[src/core/dac_cfg_pkg.sv]
/*
  Constants, field layout and carrier types for the converter front-end control registers.
  Assumes one 25 MHz core clock and a host on the serial programming pins, sampled synchronously.
*/
package dac_cfg_pkg;

  localparam logic [6:0] ADDR_PATH_CONTROL = 7'h00;
  localparam logic [6:0] ADDR_INPUT_CHECK_CONTROL = 7'h01;
  localparam logic [6:0] ADDR_SHUTDOWN_MIXER_FORMAT = 7'h02;
  localparam logic [6:0] ADDR_OUTPUT_SCALE_TRANSMIT = 7'h03;
  localparam logic [6:0] ADDR_PATTERN_CHECK_RESULT = 7'h04;

  localparam logic [15:0] RST_PATH_CONTROL = 16'h049C;
  localparam logic [15:0] RST_INPUT_CHECK_CONTROL = 16'h040E;
  localparam logic [15:0] RST_SHUTDOWN_MIXER_FORMAT = 16'h7000;
  localparam logic [15:0] RST_OUTPUT_SCALE_TRANSMIT = 16'hF000;
  localparam logic [15:0] RST_PATTERN_CHECK_RESULT = 16'h0000;

  // Writable bits; reserved ones stay zero
  localparam logic [15:0] MASK_PATH_CONTROL = 16'hFF9F;
  localparam logic [15:0] MASK_INPUT_CHECK_CONTROL = 16'h9FFE;
  localparam logic [15:0] MASK_SHUTDOWN_MIXER_FORMAT = 16'h70FA;
  localparam logic [15:0] MASK_OUTPUT_SCALE_TRANSMIT = 16'hF001;

  // path_control fields
  localparam int B_OFFSET_PAIR1 = 15;
  localparam int B_OFFSET_PAIR2 = 14;
  localparam int B_PHGAIN_PAIR1 = 13;
  localparam int B_PHGAIN_PAIR2 = 12;
  localparam int B_INTERP_LSB = 8;
  localparam int B_FIFO_ENABLE = 7;
  localparam int B_ALARM_OUT_ENABLE = 4;
  localparam int B_ALARM_OUT_POLARITY = 3;
  localparam int B_DIVIDER_SYNC = 2;
  localparam int B_DROOP_PAIR1 = 1;
  localparam int B_DROOP_PAIR2 = 0;
  // input_check_control fields
  localparam int B_PATTERN_CHECK = 15;
  localparam int B_AUTO_CLEAR = 12;
  localparam int B_PARITY_ODD = 11;
  localparam int B_PARITY_ENABLE = 10;
  localparam int B_PARITY_DUAL = 9;
  localparam int B_REV_INTERFACE = 8;
  localparam int B_INVERT_A = 7;
  localparam int B_TWO_APART = 3;
  localparam int B_ONE_APART = 2;
  localparam int B_COLLISION = 1;
  // shutdown_mixer_format fields
  localparam int B_CONV_CLK_GONE = 14;
  localparam int B_INPUT_CLK_GONE = 13;
  localparam int B_COLLISION_GONE = 12;
  localparam int B_FOUR_WIRE = 7;
  localparam int B_MIXER_ENABLE = 6;
  localparam int B_MIXER_GAIN = 5;
  localparam int B_NCO_ENABLE = 4;
  localparam int B_REV_BUS = 3;
  localparam int B_TWOS = 1;
  // output_scale_transmit fields
  localparam int B_COARSE_LSB = 12;
  localparam int B_SW_TRANSMIT = 0;

  localparam logic [3:0] INTERP_1X = 4'h0;
  localparam logic [3:0] INTERP_2X = 4'h1;
  localparam logic [3:0] INTERP_4X = 4'h2;
  localparam logic [3:0] INTERP_8X = 4'h4;
  localparam logic [3:0] INTERP_16X = 4'h8;

  localparam logic [6:0] GOOD_RUN_LENGTH = 7'h40;
  localparam logic [4:0] SIF_CMD_LAST = 5'h07;
  localparam logic [4:0] SIF_DATA_FIRST = 5'h08;
  localparam logic [4:0] SIF_FRAME_LAST = 5'h17;

  typedef enum logic [1:0] {SIF_IDLE, SIF_CMD, SIF_DATA, SIF_DONE} sif_state_t;

  typedef struct packed {
    logic offset_corr_pair1_enable;
    logic offset_corr_pair2_enable;
    logic phase_gain_corr_pair1_enable;
    logic phase_gain_corr_pair2_enable;
    logic [2:0] interp_log2;
    logic interp_code_valid;
    logic fifo_enable;
    logic droop_comp_pair1_enable;
    logic droop_comp_pair2_enable;
    logic serial_four_wire_select;
    logic mixer_enable;
    logic mixer_gain_6db;
    logic nco_enable;
    logic [4:0] full_scale_steps;
  } config_t;

  typedef struct packed {
    logic sclk;
    logic enable_n;
    logic data_in;
  } sif_in_t;

  typedef struct packed {
    logic data_out;
    logic data_oe;
    logic sdo_out;
    logic sdo_oe;
  } sif_out_t;

endpackage

[src/core/dac_front_end_config_regs.sv]
/*
  Front-end control registers behind the serial programming port, plus the small logic they steer:
  input routing, sample formatting, parity and pattern-check capture, alarm pin and output gating.
  Assumes all pins arrive synchronous to core_clk and sclk is far slower than core_clk.
*/
`timescale 1ns/100ps
module dac_front_end_config_regs import dac_cfg_pkg::*; (
  input wire logic core_clk,
  input wire logic arst_n,
  input wire sif_in_t sif_in,
  output sif_out_t sif_out,
  input wire logic transmit_enable_pin,
  input wire logic sample_strobe_pair,
  input wire logic sync_input_pair,
  input wire logic parity_input_pair,
  input wire logic [3:0][15:0] channel_data_in,
  input wire logic [15:0] pattern_bit_fail,
  input wire logic alarm_level,
  input wire logic converter_clock_lost,
  input wire logic input_clock_lost,
  input wire logic [2:0] fifo_distance,
  output config_t cfg,
  output logic [3:0][15:0] channel_data_out,
  output logic [3:0] parity_error,
  output logic [2:0] fifo_alarm,
  output logic alarm_pin_out,
  output logic alarm_pin_oe,
  output logic divider_sync,
  output logic output_shutdown,
  output logic transmit_active,
  output logic alarm_auto_clear
);

  typedef struct packed {
    sif_state_t sif_state;
    logic sclk_prev;
    logic [4:0] bit_count;
    logic [15:0] shift_in;
    logic read_cmd;
    logic [6:0] addr;
    logic [15:0] shift_out;
    logic [15:0] path_control;
    logic [15:0] input_check_control;
    logic [15:0] shutdown_mixer_format;
    logic [15:0] output_scale_transmit;
    logic [15:0] pattern_check_result;
    logic [6:0] good_count;
    logic auto_clear;
    logic [3:0][15:0] chan_out;
    logic [3:0] parity_err;
  } state_t;

  function automatic logic [15:0] reverse16(input logic [15:0] d);
    logic [15:0] r;
    r = '0;
    for (int i = 0; i < 16; i++) begin
      r[i] = d[15 - i];
    end
    return r;
  endfunction

  function automatic logic [15:0] masked_write(input logic [15:0] d, input logic [15:0] m);
    return d & m;
  endfunction

  state_t st;
  state_t next_st;

  logic strobe_role;
  logic sync_role;
  logic parity_role;
  logic sclk_rise;
  logic sclk_fall;
  logic [15:0] sif_word;
  logic write_commit;
  logic [3:0][15:0] chan_fmt;
  logic [3:0] chan_parity;
  logic [3:0] next_parity_err;
  logic good_sample;
  logic [15:0] read_data;

  assign strobe_role = st.input_check_control[B_REV_INTERFACE] ? sync_input_pair : sample_strobe_pair;
  assign sync_role = st.input_check_control[B_REV_INTERFACE] ? parity_input_pair : sync_input_pair;
  assign parity_role = st.input_check_control[B_REV_INTERFACE] ? sample_strobe_pair : parity_input_pair;

  assign sclk_rise = sif_in.sclk & ~st.sclk_prev;
  assign sclk_fall = ~sif_in.sclk & st.sclk_prev;
  assign sif_word = {st.shift_in[14:0], sif_in.data_in};
  assign write_commit = (st.sif_state == SIF_DATA) && sclk_rise && !sif_in.enable_n
    && (st.bit_count == SIF_FRAME_LAST) && !st.read_cmd;

  genvar c;
  generate
    for (c = 0; c < 4; c++) begin : g_chan
      logic [15:0] ordered;
      logic [15:0] twos;
      assign ordered = st.shutdown_mixer_format[B_REV_BUS] ? reverse16(channel_data_in[c]) : channel_data_in[c];
      assign twos = st.shutdown_mixer_format[B_TWOS] ? ordered : {~ordered[15], ordered[14:0]};
      assign chan_fmt[c] = st.input_check_control[B_INVERT_A - c] ? ~twos : twos;
      assign chan_parity[c] = ^channel_data_in[c];
    end
  endgenerate

  // parity sense and single or dual check
  always_comb begin
    next_parity_err = '0;
    if (st.input_check_control[B_PARITY_ENABLE] && strobe_role) begin
      if (st.input_check_control[B_PARITY_DUAL]) begin
        for (int i = 0; i < 4; i++) begin
          next_parity_err[i] = (chan_parity[i] ^ parity_role) != st.input_check_control[B_PARITY_ODD];
        end
      end else begin
        next_parity_err[0] = (^chan_parity ^ parity_role) != st.input_check_control[B_PARITY_ODD];
      end
    end
  end

  assign good_sample = strobe_role && (next_parity_err == '0) && (pattern_bit_fail == '0);

  always_comb begin
    case (st.addr)
      ADDR_PATH_CONTROL: read_data = st.path_control;
      ADDR_INPUT_CHECK_CONTROL: read_data = st.input_check_control;
      ADDR_SHUTDOWN_MIXER_FORMAT: read_data = st.shutdown_mixer_format;
      ADDR_OUTPUT_SCALE_TRANSMIT: read_data = st.output_scale_transmit;
      ADDR_PATTERN_CHECK_RESULT: read_data = st.pattern_check_result;
      default: read_data = 16'h0000;
    endcase
  end

  always_comb begin
    next_st = st;
    next_st.sclk_prev = sif_in.sclk;
    next_st.auto_clear = 1'b0;
    // Serial frame: R/W bit, 7-bit address, 16 data bits, MSB first on rising sclk
    case (st.sif_state)
      SIF_IDLE: begin
        if (!sif_in.enable_n) begin
          next_st.sif_state = SIF_CMD;
          next_st.bit_count = '0;
        end
      end
      SIF_CMD: begin
        if (sclk_rise) begin
          next_st.shift_in = sif_word;
          next_st.bit_count = st.bit_count + 5'h01;
          if (st.bit_count == SIF_CMD_LAST) begin
            next_st.read_cmd = st.shift_in[6];
            next_st.addr = sif_word[6:0];
            next_st.sif_state = SIF_DATA;
          end
        end
      end
      SIF_DATA: begin
        if (sclk_rise) begin
          next_st.shift_in = sif_word;
          next_st.bit_count = st.bit_count + 5'h01;
          if (st.bit_count == SIF_FRAME_LAST) begin
            next_st.sif_state = SIF_DONE;
          end
        end
        // First data bit appears after the command's last rising edge, so the host sees it next rise
        if (sclk_fall && st.read_cmd) begin
          if (st.bit_count == SIF_DATA_FIRST) begin
            next_st.shift_out = read_data;
          end else begin
            next_st.shift_out = {st.shift_out[14:0], 1'b0};
          end
        end
      end
      SIF_DONE: begin
        next_st.sif_state = SIF_DONE;
      end
      default: next_st.sif_state = SIF_IDLE;
    endcase
    // Frame end or abort always returns to idle
    if (sif_in.enable_n) begin
      next_st.sif_state = SIF_IDLE;
    end

    if (write_commit) begin
      case (st.addr)
        ADDR_PATH_CONTROL: next_st.path_control = masked_write(sif_word, MASK_PATH_CONTROL);
        ADDR_INPUT_CHECK_CONTROL: next_st.input_check_control = masked_write(sif_word, MASK_INPUT_CHECK_CONTROL);
        ADDR_SHUTDOWN_MIXER_FORMAT: begin
          next_st.shutdown_mixer_format = masked_write(sif_word, MASK_SHUTDOWN_MIXER_FORMAT);
        end
        ADDR_OUTPUT_SCALE_TRANSMIT: begin
          next_st.output_scale_transmit = masked_write(sif_word, MASK_OUTPUT_SCALE_TRANSMIT);
        end
        default: next_st.path_control = st.path_control;
      endcase
    end

    // a write to the result word clears it; a fresh failure still wins while the checker runs
    if (write_commit && st.addr == ADDR_PATTERN_CHECK_RESULT) begin
      next_st.pattern_check_result = '0;
    end
    if (st.input_check_control[B_PATTERN_CHECK]) begin
      next_st.pattern_check_result = next_st.pattern_check_result | pattern_bit_fail;
    end

    // run of good samples clears alarms
    if (!st.input_check_control[B_AUTO_CLEAR]) begin
      next_st.good_count = '0;
    end else if (strobe_role) begin
      if (!good_sample) begin
        next_st.good_count = '0;
      end else if (st.good_count == GOOD_RUN_LENGTH - 7'h01) begin
        next_st.good_count = '0;
        next_st.auto_clear = 1'b1;
      end else begin
        next_st.good_count = st.good_count + 7'h01;
      end
    end

    if (strobe_role) begin
      next_st.chan_out = chan_fmt;
    end
    next_st.parity_err = next_parity_err;
  end

  always_ff @(posedge core_clk or negedge arst_n) begin
    if (!arst_n) begin
      st <= '{sif_state: SIF_IDLE, sclk_prev: 1'b0, bit_count: 5'h00, shift_in: 16'h0000, read_cmd: 1'b0,
        addr: 7'h00, shift_out: 16'h0000, path_control: RST_PATH_CONTROL,
        input_check_control: RST_INPUT_CHECK_CONTROL, shutdown_mixer_format: RST_SHUTDOWN_MIXER_FORMAT,
        output_scale_transmit: RST_OUTPUT_SCALE_TRANSMIT, pattern_check_result: RST_PATTERN_CHECK_RESULT,
        good_count: 7'h00, auto_clear: 1'b0, chan_out: '0, parity_err: 4'h0};
    end else begin
      st <= next_st;
    end
  end

  // width bit picks the read-back pin
  always_comb begin
    sif_out.data_out = st.shift_out[15];
    sif_out.sdo_out = st.shift_out[15];
    sif_out.data_oe = 1'b0;
    sif_out.sdo_oe = 1'b0;
    if (st.sif_state == SIF_DATA && st.read_cmd && !sif_in.enable_n) begin
      sif_out.data_oe = ~st.shutdown_mixer_format[B_FOUR_WIRE];
      sif_out.sdo_oe = st.shutdown_mixer_format[B_FOUR_WIRE];
    end
  end

  always_comb begin
    cfg.offset_corr_pair1_enable = st.path_control[B_OFFSET_PAIR1];
    cfg.offset_corr_pair2_enable = st.path_control[B_OFFSET_PAIR2];
    cfg.phase_gain_corr_pair1_enable = st.path_control[B_PHGAIN_PAIR1];
    cfg.phase_gain_corr_pair2_enable = st.path_control[B_PHGAIN_PAIR2];
    cfg.interp_code_valid = 1'b1;
    case (st.path_control[B_INTERP_LSB +: 4])
      INTERP_1X: cfg.interp_log2 = 3'h0;
      INTERP_2X: cfg.interp_log2 = 3'h1;
      INTERP_4X: cfg.interp_log2 = 3'h2;
      INTERP_8X: cfg.interp_log2 = 3'h3;
      INTERP_16X: cfg.interp_log2 = 3'h4;
      default: begin
        cfg.interp_log2 = 3'h0;
        cfg.interp_code_valid = 1'b0;
      end
    endcase
    cfg.fifo_enable = st.path_control[B_FIFO_ENABLE];
    cfg.droop_comp_pair1_enable = st.path_control[B_DROOP_PAIR1];
    cfg.droop_comp_pair2_enable = st.path_control[B_DROOP_PAIR2];
    cfg.serial_four_wire_select = st.shutdown_mixer_format[B_FOUR_WIRE];
    cfg.mixer_enable = st.shutdown_mixer_format[B_MIXER_ENABLE];
    cfg.mixer_gain_6db = st.shutdown_mixer_format[B_MIXER_GAIN];
    cfg.nco_enable = st.shutdown_mixer_format[B_NCO_ENABLE];
    cfg.full_scale_steps = {1'b0, st.output_scale_transmit[B_COARSE_LSB +: 4]} + 5'h01;
  end

  assign alarm_pin_oe = st.path_control[B_ALARM_OUT_ENABLE];
  assign alarm_pin_out = st.path_control[B_ALARM_OUT_POLARITY] ? alarm_level : ~alarm_level;
  // divider sync from sync source
  assign divider_sync = st.path_control[B_DIVIDER_SYNC] & sync_role;
  assign fifo_alarm = fifo_distance & {st.input_check_control[B_COLLISION],
    st.input_check_control[B_ONE_APART], st.input_check_control[B_TWO_APART]};
  // loss or collision shuts the outputs; masks are the host's duty
  assign output_shutdown = (converter_clock_lost & st.shutdown_mixer_format[B_CONV_CLK_GONE])
    | (input_clock_lost & st.shutdown_mixer_format[B_INPUT_CLK_GONE])
    | (fifo_distance[2] & st.shutdown_mixer_format[B_COLLISION_GONE]);
  // pin or software bit enables, checker overrides
  assign transmit_active = (st.output_scale_transmit[B_SW_TRANSMIT] | transmit_enable_pin)
    & ~st.input_check_control[B_PATTERN_CHECK] & ~output_shutdown;

  assign channel_data_out = st.chan_out;
  assign parity_error = st.parity_err;
  assign alarm_auto_clear = st.auto_clear;
endmodule

[config.mk]
export PLATFORM = sky130hd
export DESIGN_NAME = dac_front_end_config_regs
export DESIGN_NICKNAME = d
export VERILOG_FILES = /design/src/core/dac_cfg_pkg.sv /design/src/core/dac_front_end_config_regs.sv
export SDC_FILE = /design/constraint.sdc
export NUM_CORES = 1
export LEC_CHECK = 0
export ABC_AREA = 1
export CAP_MARGIN = 20
export CORE_MARGIN = 3
export CORE_UTILIZATION = 60
export DETAILED_ROUTE_END_ITERATION = 10
export DONT_BUFFER_PORTS = 1
export PLACE_DENSITY = 0.76
export SETUP_SLACK_MARGIN = 0.15
export SLEW_MARGIN = 10
export SYNTH_ARGS = -nofsm -noshare
export SYNTH_HDL_FRONTEND = slang
export SYNTH_SLANG_ARGS = --single-unit
[constraint.sdc]
create_clock -name core_clk -period 2 [get_ports core_clk]
set_input_delay 0.1 -clock core_clk [delete_from_list [all_inputs] [get_ports core_clk]]
set_output_delay 0.1 -clock core_clk [all_outputs]
set_load 0.05 [all_outputs]
* Yosys cells after proc, flatten, opt, wreduce, memory -nomap -nowiden *
Index checks and enable logic that the tools add are counted.

storage, ports and cells
  bits of input ports = 95
  flip-flop bits (word level) = 180

cells by class
  reduce and logical (&&, ||, !) cells = 35
  $add $sub $neg = 3
  equality and inequality tests = 28
  muxes and demuxes = 46
  bitwise operators = 32

operators with widths
  operator            number
  $mux 16             15
  $pmux 16 s5         1
  $not 16->16         4
  $reduce_xor 16->1   4
  $pmux 15 s2         1
  $mux 29             1
  $mux 21             1
  $mux 7              3
  $logic_not 16->1    1
  $mux 8              2
  $or 16x16->16       1
  $pmux 5 s3          1
  $eq 7x2->1 const B  2
  $ne 3x3->1 const B  4
  $pmux 3 s4          1
  $logic_and 1x1->1   11
  $mux 1              11
  $mux 2              5
  $not 1->1           10
  $reduce_and 2->1    5
  $and 1x1->1         8
  $logic_not 4->1     2
  $pmux 2 s4          1
  $reduce_and 4->1    2
  32 further kinds    47

* Longest topological paths before layout *
  depth in word-level cells = 12
  depth in mapped cells = 19
  gate-level depth less buffers = 19

* Worst setup path before layout *
OpenSTA, ideal clock, no wires.

  path type = reg-to-output
  start = register st[202] in the netlist's numbering
  end = output port sif_out[0] in the netlist's numbering
  data arrival time = 1839 ps
  buffers on the path = 0
  data required time = 1900 ps
  stages on the path, launching flop included = 5
  path slack = 61 ps
  path through = dfrtp_1 inv_1 ha_1 nand2_1 nor3_1

RTL lines
  element                   line                              text
  start: declaration        dac_front_end_config_regs.sv:66   state_t st;
  start signal: assignment  dac_front_end_config_regs.sv:225  st <= '{sif_state: SIF_IDLE, sclk_prev: 1'b0, bit_count: 5'h00, shift_in: 16'h0000, read_cmd: 1'b0,
  start signal: assignment  dac_front_end_config_regs.sv:231  st <= next_st;
  end: declaration          dac_front_end_config_regs.sv:11   output sif_out_t sif_out,

* Worst setup path after layout *
  start = register st[178] in the netlist's numbering
  end = register st[128] in the netlist's numbering

between the ends
  longest elaborated chain between the ends = 2

ends and longest elaborated chain
  element                            line                              text
  $eq 7x1->1                         dac_front_end_config_regs.sv:182  case (st.addr)
  $reduce_and 2->1 (no source line)  --

Every way passes these cells.
A chain may end at the register's enable or synchronous reset.

==> impl_metrics.env <==
export IMPL_outcome="complete, but fails checks"
export IMPL_violations="negative hold slack"
export IMPL_grt_overflow=0
export IMPL_htreeDepth=4
export IMPL_fin_worst_skew_ps=12.44
export IMPL_regArea_um2=4529
export IMPL_ir_drop_uv=553.9
export IMPL_worstPathArrival_ps=2130
export IMPL_cts_sinks=180
export IMPL_fin_setup_tns_ps=0
export IMPL_synthFlopType="dfrtp_1"
export IMPL_area_delta_synth_final_pct=7.308
export IMPL_fmax_mhz=547.4
export IMPL_die_area_um2=20510
export IMPL_combPwrFrac=0.144
export IMPL_ys_warnings_count=0
export IMPL_min_path_type="in -> async"
export IMPL_power_switching_uw=2875
export IMPL_grtUsageTotal=0.2630
export IMPL_hold_slack_ps=-632.8
export IMPL_grt_pass1_wl_mm=43.79
export IMPL_avgViaCountPerCell=5.414
export IMPL_power_frac_clock=0.354
export IMPL_dp_cells=1745
export IMPL_synth_top_cell_by_area="dfrtp_1"
export IMPL_fin_crit_sh=0.9135
export IMPL_place_congestion=0.8632
export IMPL_rsz0062_at_grt="yes"
export IMPL_cts_tree="done"
export IMPL_cp_required_ps=2300
export IMPL_drive_above_1_share=0.08855
export IMPL_place_port_buffers=0
export IMPL_finalSetupViolCount=0
export IMPL_syn_area_per_cell_um2=7.023
export IMPL_p_sw_frac=0.3256
export IMPL_multiInputGateArea_um2=5455
export IMPL_ys_top_cells_by_area="dfrtp_1 (36%), nand2_1 (22%), o21ai_0 (9.4%)"
export IMPL_drv_slew=0
export IMPL_leakagePower_uw=0.006016
export IMPL_worst_setup_path_type="reg -> reg"
export IMPL_numCtsBuffers=17
export IMPL_antenna_found_initial=0
export IMPL_start_util=0.6206
export IMPL_fin_crit_ps=1827
export IMPL_antenna_cells=0
export IMPL_cp_start_kind="flip-flop"
export IMPL_crit_path_max_fanout=9
export IMPL_route_vias_total=9799
export IMPL_p_seq_frac=0.502
export IMPL_cts_buffer_depth=2
export IMPL_ys_types=38
export IMPL_hold_viol_final=181
export IMPL_m1WireLength_mm=11.49
export IMPL_yosys_area_top_type_share=0.3632
export IMPL_fillers=1572
export IMPL_die_w_um=143.2
export IMPL_dp_hpwl_mm=19.77
export IMPL_final_cells=1810
export IMPL_drc=0
export IMPL_syn_area_um2=11300
export IMPL_num_rows=49
export IMPL_end_kind="flip-flop"
export IMPL_ys_ff_latch=180
export IMPL_ios=196
export IMPL_coreArea_um2=18210
export IMPL_drt_total_wl_mm=27.48
export IMPL_clkTransAtPathRegs_ps=70
export IMPL_grt_max_degree=181
export IMPL_wl_met2_mm=13.27
export IMPL_power_density_nw_per_um2=728.2
export IMPL_grt_pass1_vias=9120
export IMPL_layout_nets=1671
export IMPL_drtAntennaViolNets=0
export IMPL_holdBufCountCts=24
export IMPL_synth_nets=1712
export IMPL_dr_pass1_iters=5
export IMPL_tightestPinTransition_ps=690.2
export IMPL_wl_per_cell_um=15.18
export IMPL_synthCells=1609
export IMPL_clk_latency_ps=430
export IMPL_cts_root_buffer="clkbuf_16"
export IMPL_maxCapViolCount=0
export IMPL_synth_seq_area_share=0.4004
export IMPL_slew_limit_headroom=0.5393
export IMPL_top_layer="met4"
export IMPL_synth_edf_count=0
export IMPL_dr_wl_met3_mm=2.214
export IMPL_initialDrtViolationCount=643
export IMPL_intPower_uw=5955
export IMPL_die_h_um=143.2
export IMPL_synth_async_reset_ratio=1.000
==> worst max-delay path: stages, from the launching register on <==
cell and delay [ps]:
dfrtp_1 390, nor3_2 210, inv_2 90, nor2_4 140, inv_4 60, nor3_4 250
buf_6 140, nand2_4 90, clkbuf_16 180, nand2_1 60, o21ai_0 80
==> flip-flops by register name (all words and copies together), names as in the netlist <==
| name | count |
|---|---|
| parity_error | 4 |
| sif_word | 15 |
| alarm_auto_clear | 1 |
| sif_out | 1 |
| channel_data_out | 64 |
| st | 83 |
| alarm_pin_oe | 1 |
| cfg | 11 |
==> synth_stat cells, types with 3 or more instances <==
| library cell | number |
|---|---|
| a21oi_1 | 31 |
| buf_1 | 8 |
| buf_2 | 5 |
| buf_4 | 81 |
| clkbuf_1 | 41 |
| dfrtp_1 | 164 |
| dfstp_2 | 16 |
| ha_1 | 8 |
| inv_1 | 150 |
| nand2_1 | 657 |
| nand2_2 | 12 |
| nand3_1 | 32 |
| nand4_1 | 10 |
| nor2_1 | 44 |
| nor3_1 | 8 |
| nor3_4 | 3 |
| o2111ai_1 | 4 |
| o211ai_1 | 4 |
| o21ai_0 | 212 |
| o21ai_1 | 8 |
| o221ai_1 | 3 |
| xnor2_1 | 8 |
| xor2_1 | 78 |
==> cell type report <==
type                    count  area share
clock buffers              21     0.03715
clock inverters            11    0.007430
inverters                 154     0.04819
multi-input cells        1141      0.4499
flip-flops and latches    180      0.3735
well taps                 229     0.02363
repair buffers             74     0.06016
==> power groups by stage <==
| stage | Clock [µW] | Combinational (µW) | Sequential, µW |
|---|---|---|---|
| 6_report | 3120 | 1270 | 4440 |
| 5_1_grt | 3330 | 1470 | 4460 |
| 4_1_cts | 3160 | 1250 | 4440 |
| 3_5_place_dp | 0 | 1200 | 4500 |
| 3_3_place_gp | 0 | 1150 | 4490 |
| 2_1_floorplan | 0 | 1530 | 4030 |
==> per-layer routing <==
metal  track usage  vias up
li1              -     4887
met1        0.3352     4530
met2        0.4483      347
met3       0.06162       35
met4       0.07780        0
met5             0        -
==> per-stage QoR <==
stage / instance area, µm² / power, µW / utilization / setup slack, ps
after floorplan: 11300 / 5565 / - / 61.02
after global placement: 11150 / 5640 / 0.6123 / 249.6
after detailed placement: 11150 / 5702 / 0.6123 / 193.2
after CTS: 11930 / 8846 / 0.6552 / 168.1
after global routing: 12130 / 9264 / 0.6659 / 63.23
final: 12130 / 8830 / 0.6659 / 173.1
==> worst paths after layout <==
check	startpoint	endpoint	slack, ps	cells past startpoint
max	st[178]	st[128]	170	10
min	arst_n	channel_data_out[20]	-630	0
max reg2reg	st[178]	st[128]	170	10
min reg2reg	sif_word[4]	sif_word[4]	490	2
max in group asynchronous	arst_n	st[127]	2260	0
min in group core_clk	channel_data_in[24]	channel_data_out[24]	0	3
==> cell families after synthesis <==
group,count (synthesis),share of synthesized area
XOR/XNOR,86,0.06666
multiplexers,1,0.0008859
flip-flops,180,0.4004
AO/OA/AOI/OAI,267,0.1228
adder cells (fa/ha/maj),8,0.008859
buffers and inverters,289,0.1235
AND/OR/NAND/NOR,778,0.2769
==> layout by cell type (no fill, tap or decap), types with 10 or more instances in the layout <==
master / count
o21ai_1: 19
buf_4: 37
dfstp_2: 16
nor2_1: 42
nand3_1: 32
xor2_1: 78
inv_1: 145
dfrtp_1: 162
o21ai_0: 201
nand2_2: 15
nand4_1: 10
dlygate4sd3_1: 24
a21oi_1: 29
clkbuf_16: 19
nand2_1: 654
==> what timing repair did <==
item,in CTS,in global routing
resized for setup,0,40
setup endpoints to repair,0,76
buffers inserted,0,5
endpoints found under the hold margin,209,180
Note: power is estimated with default switching activity, not from simulation.
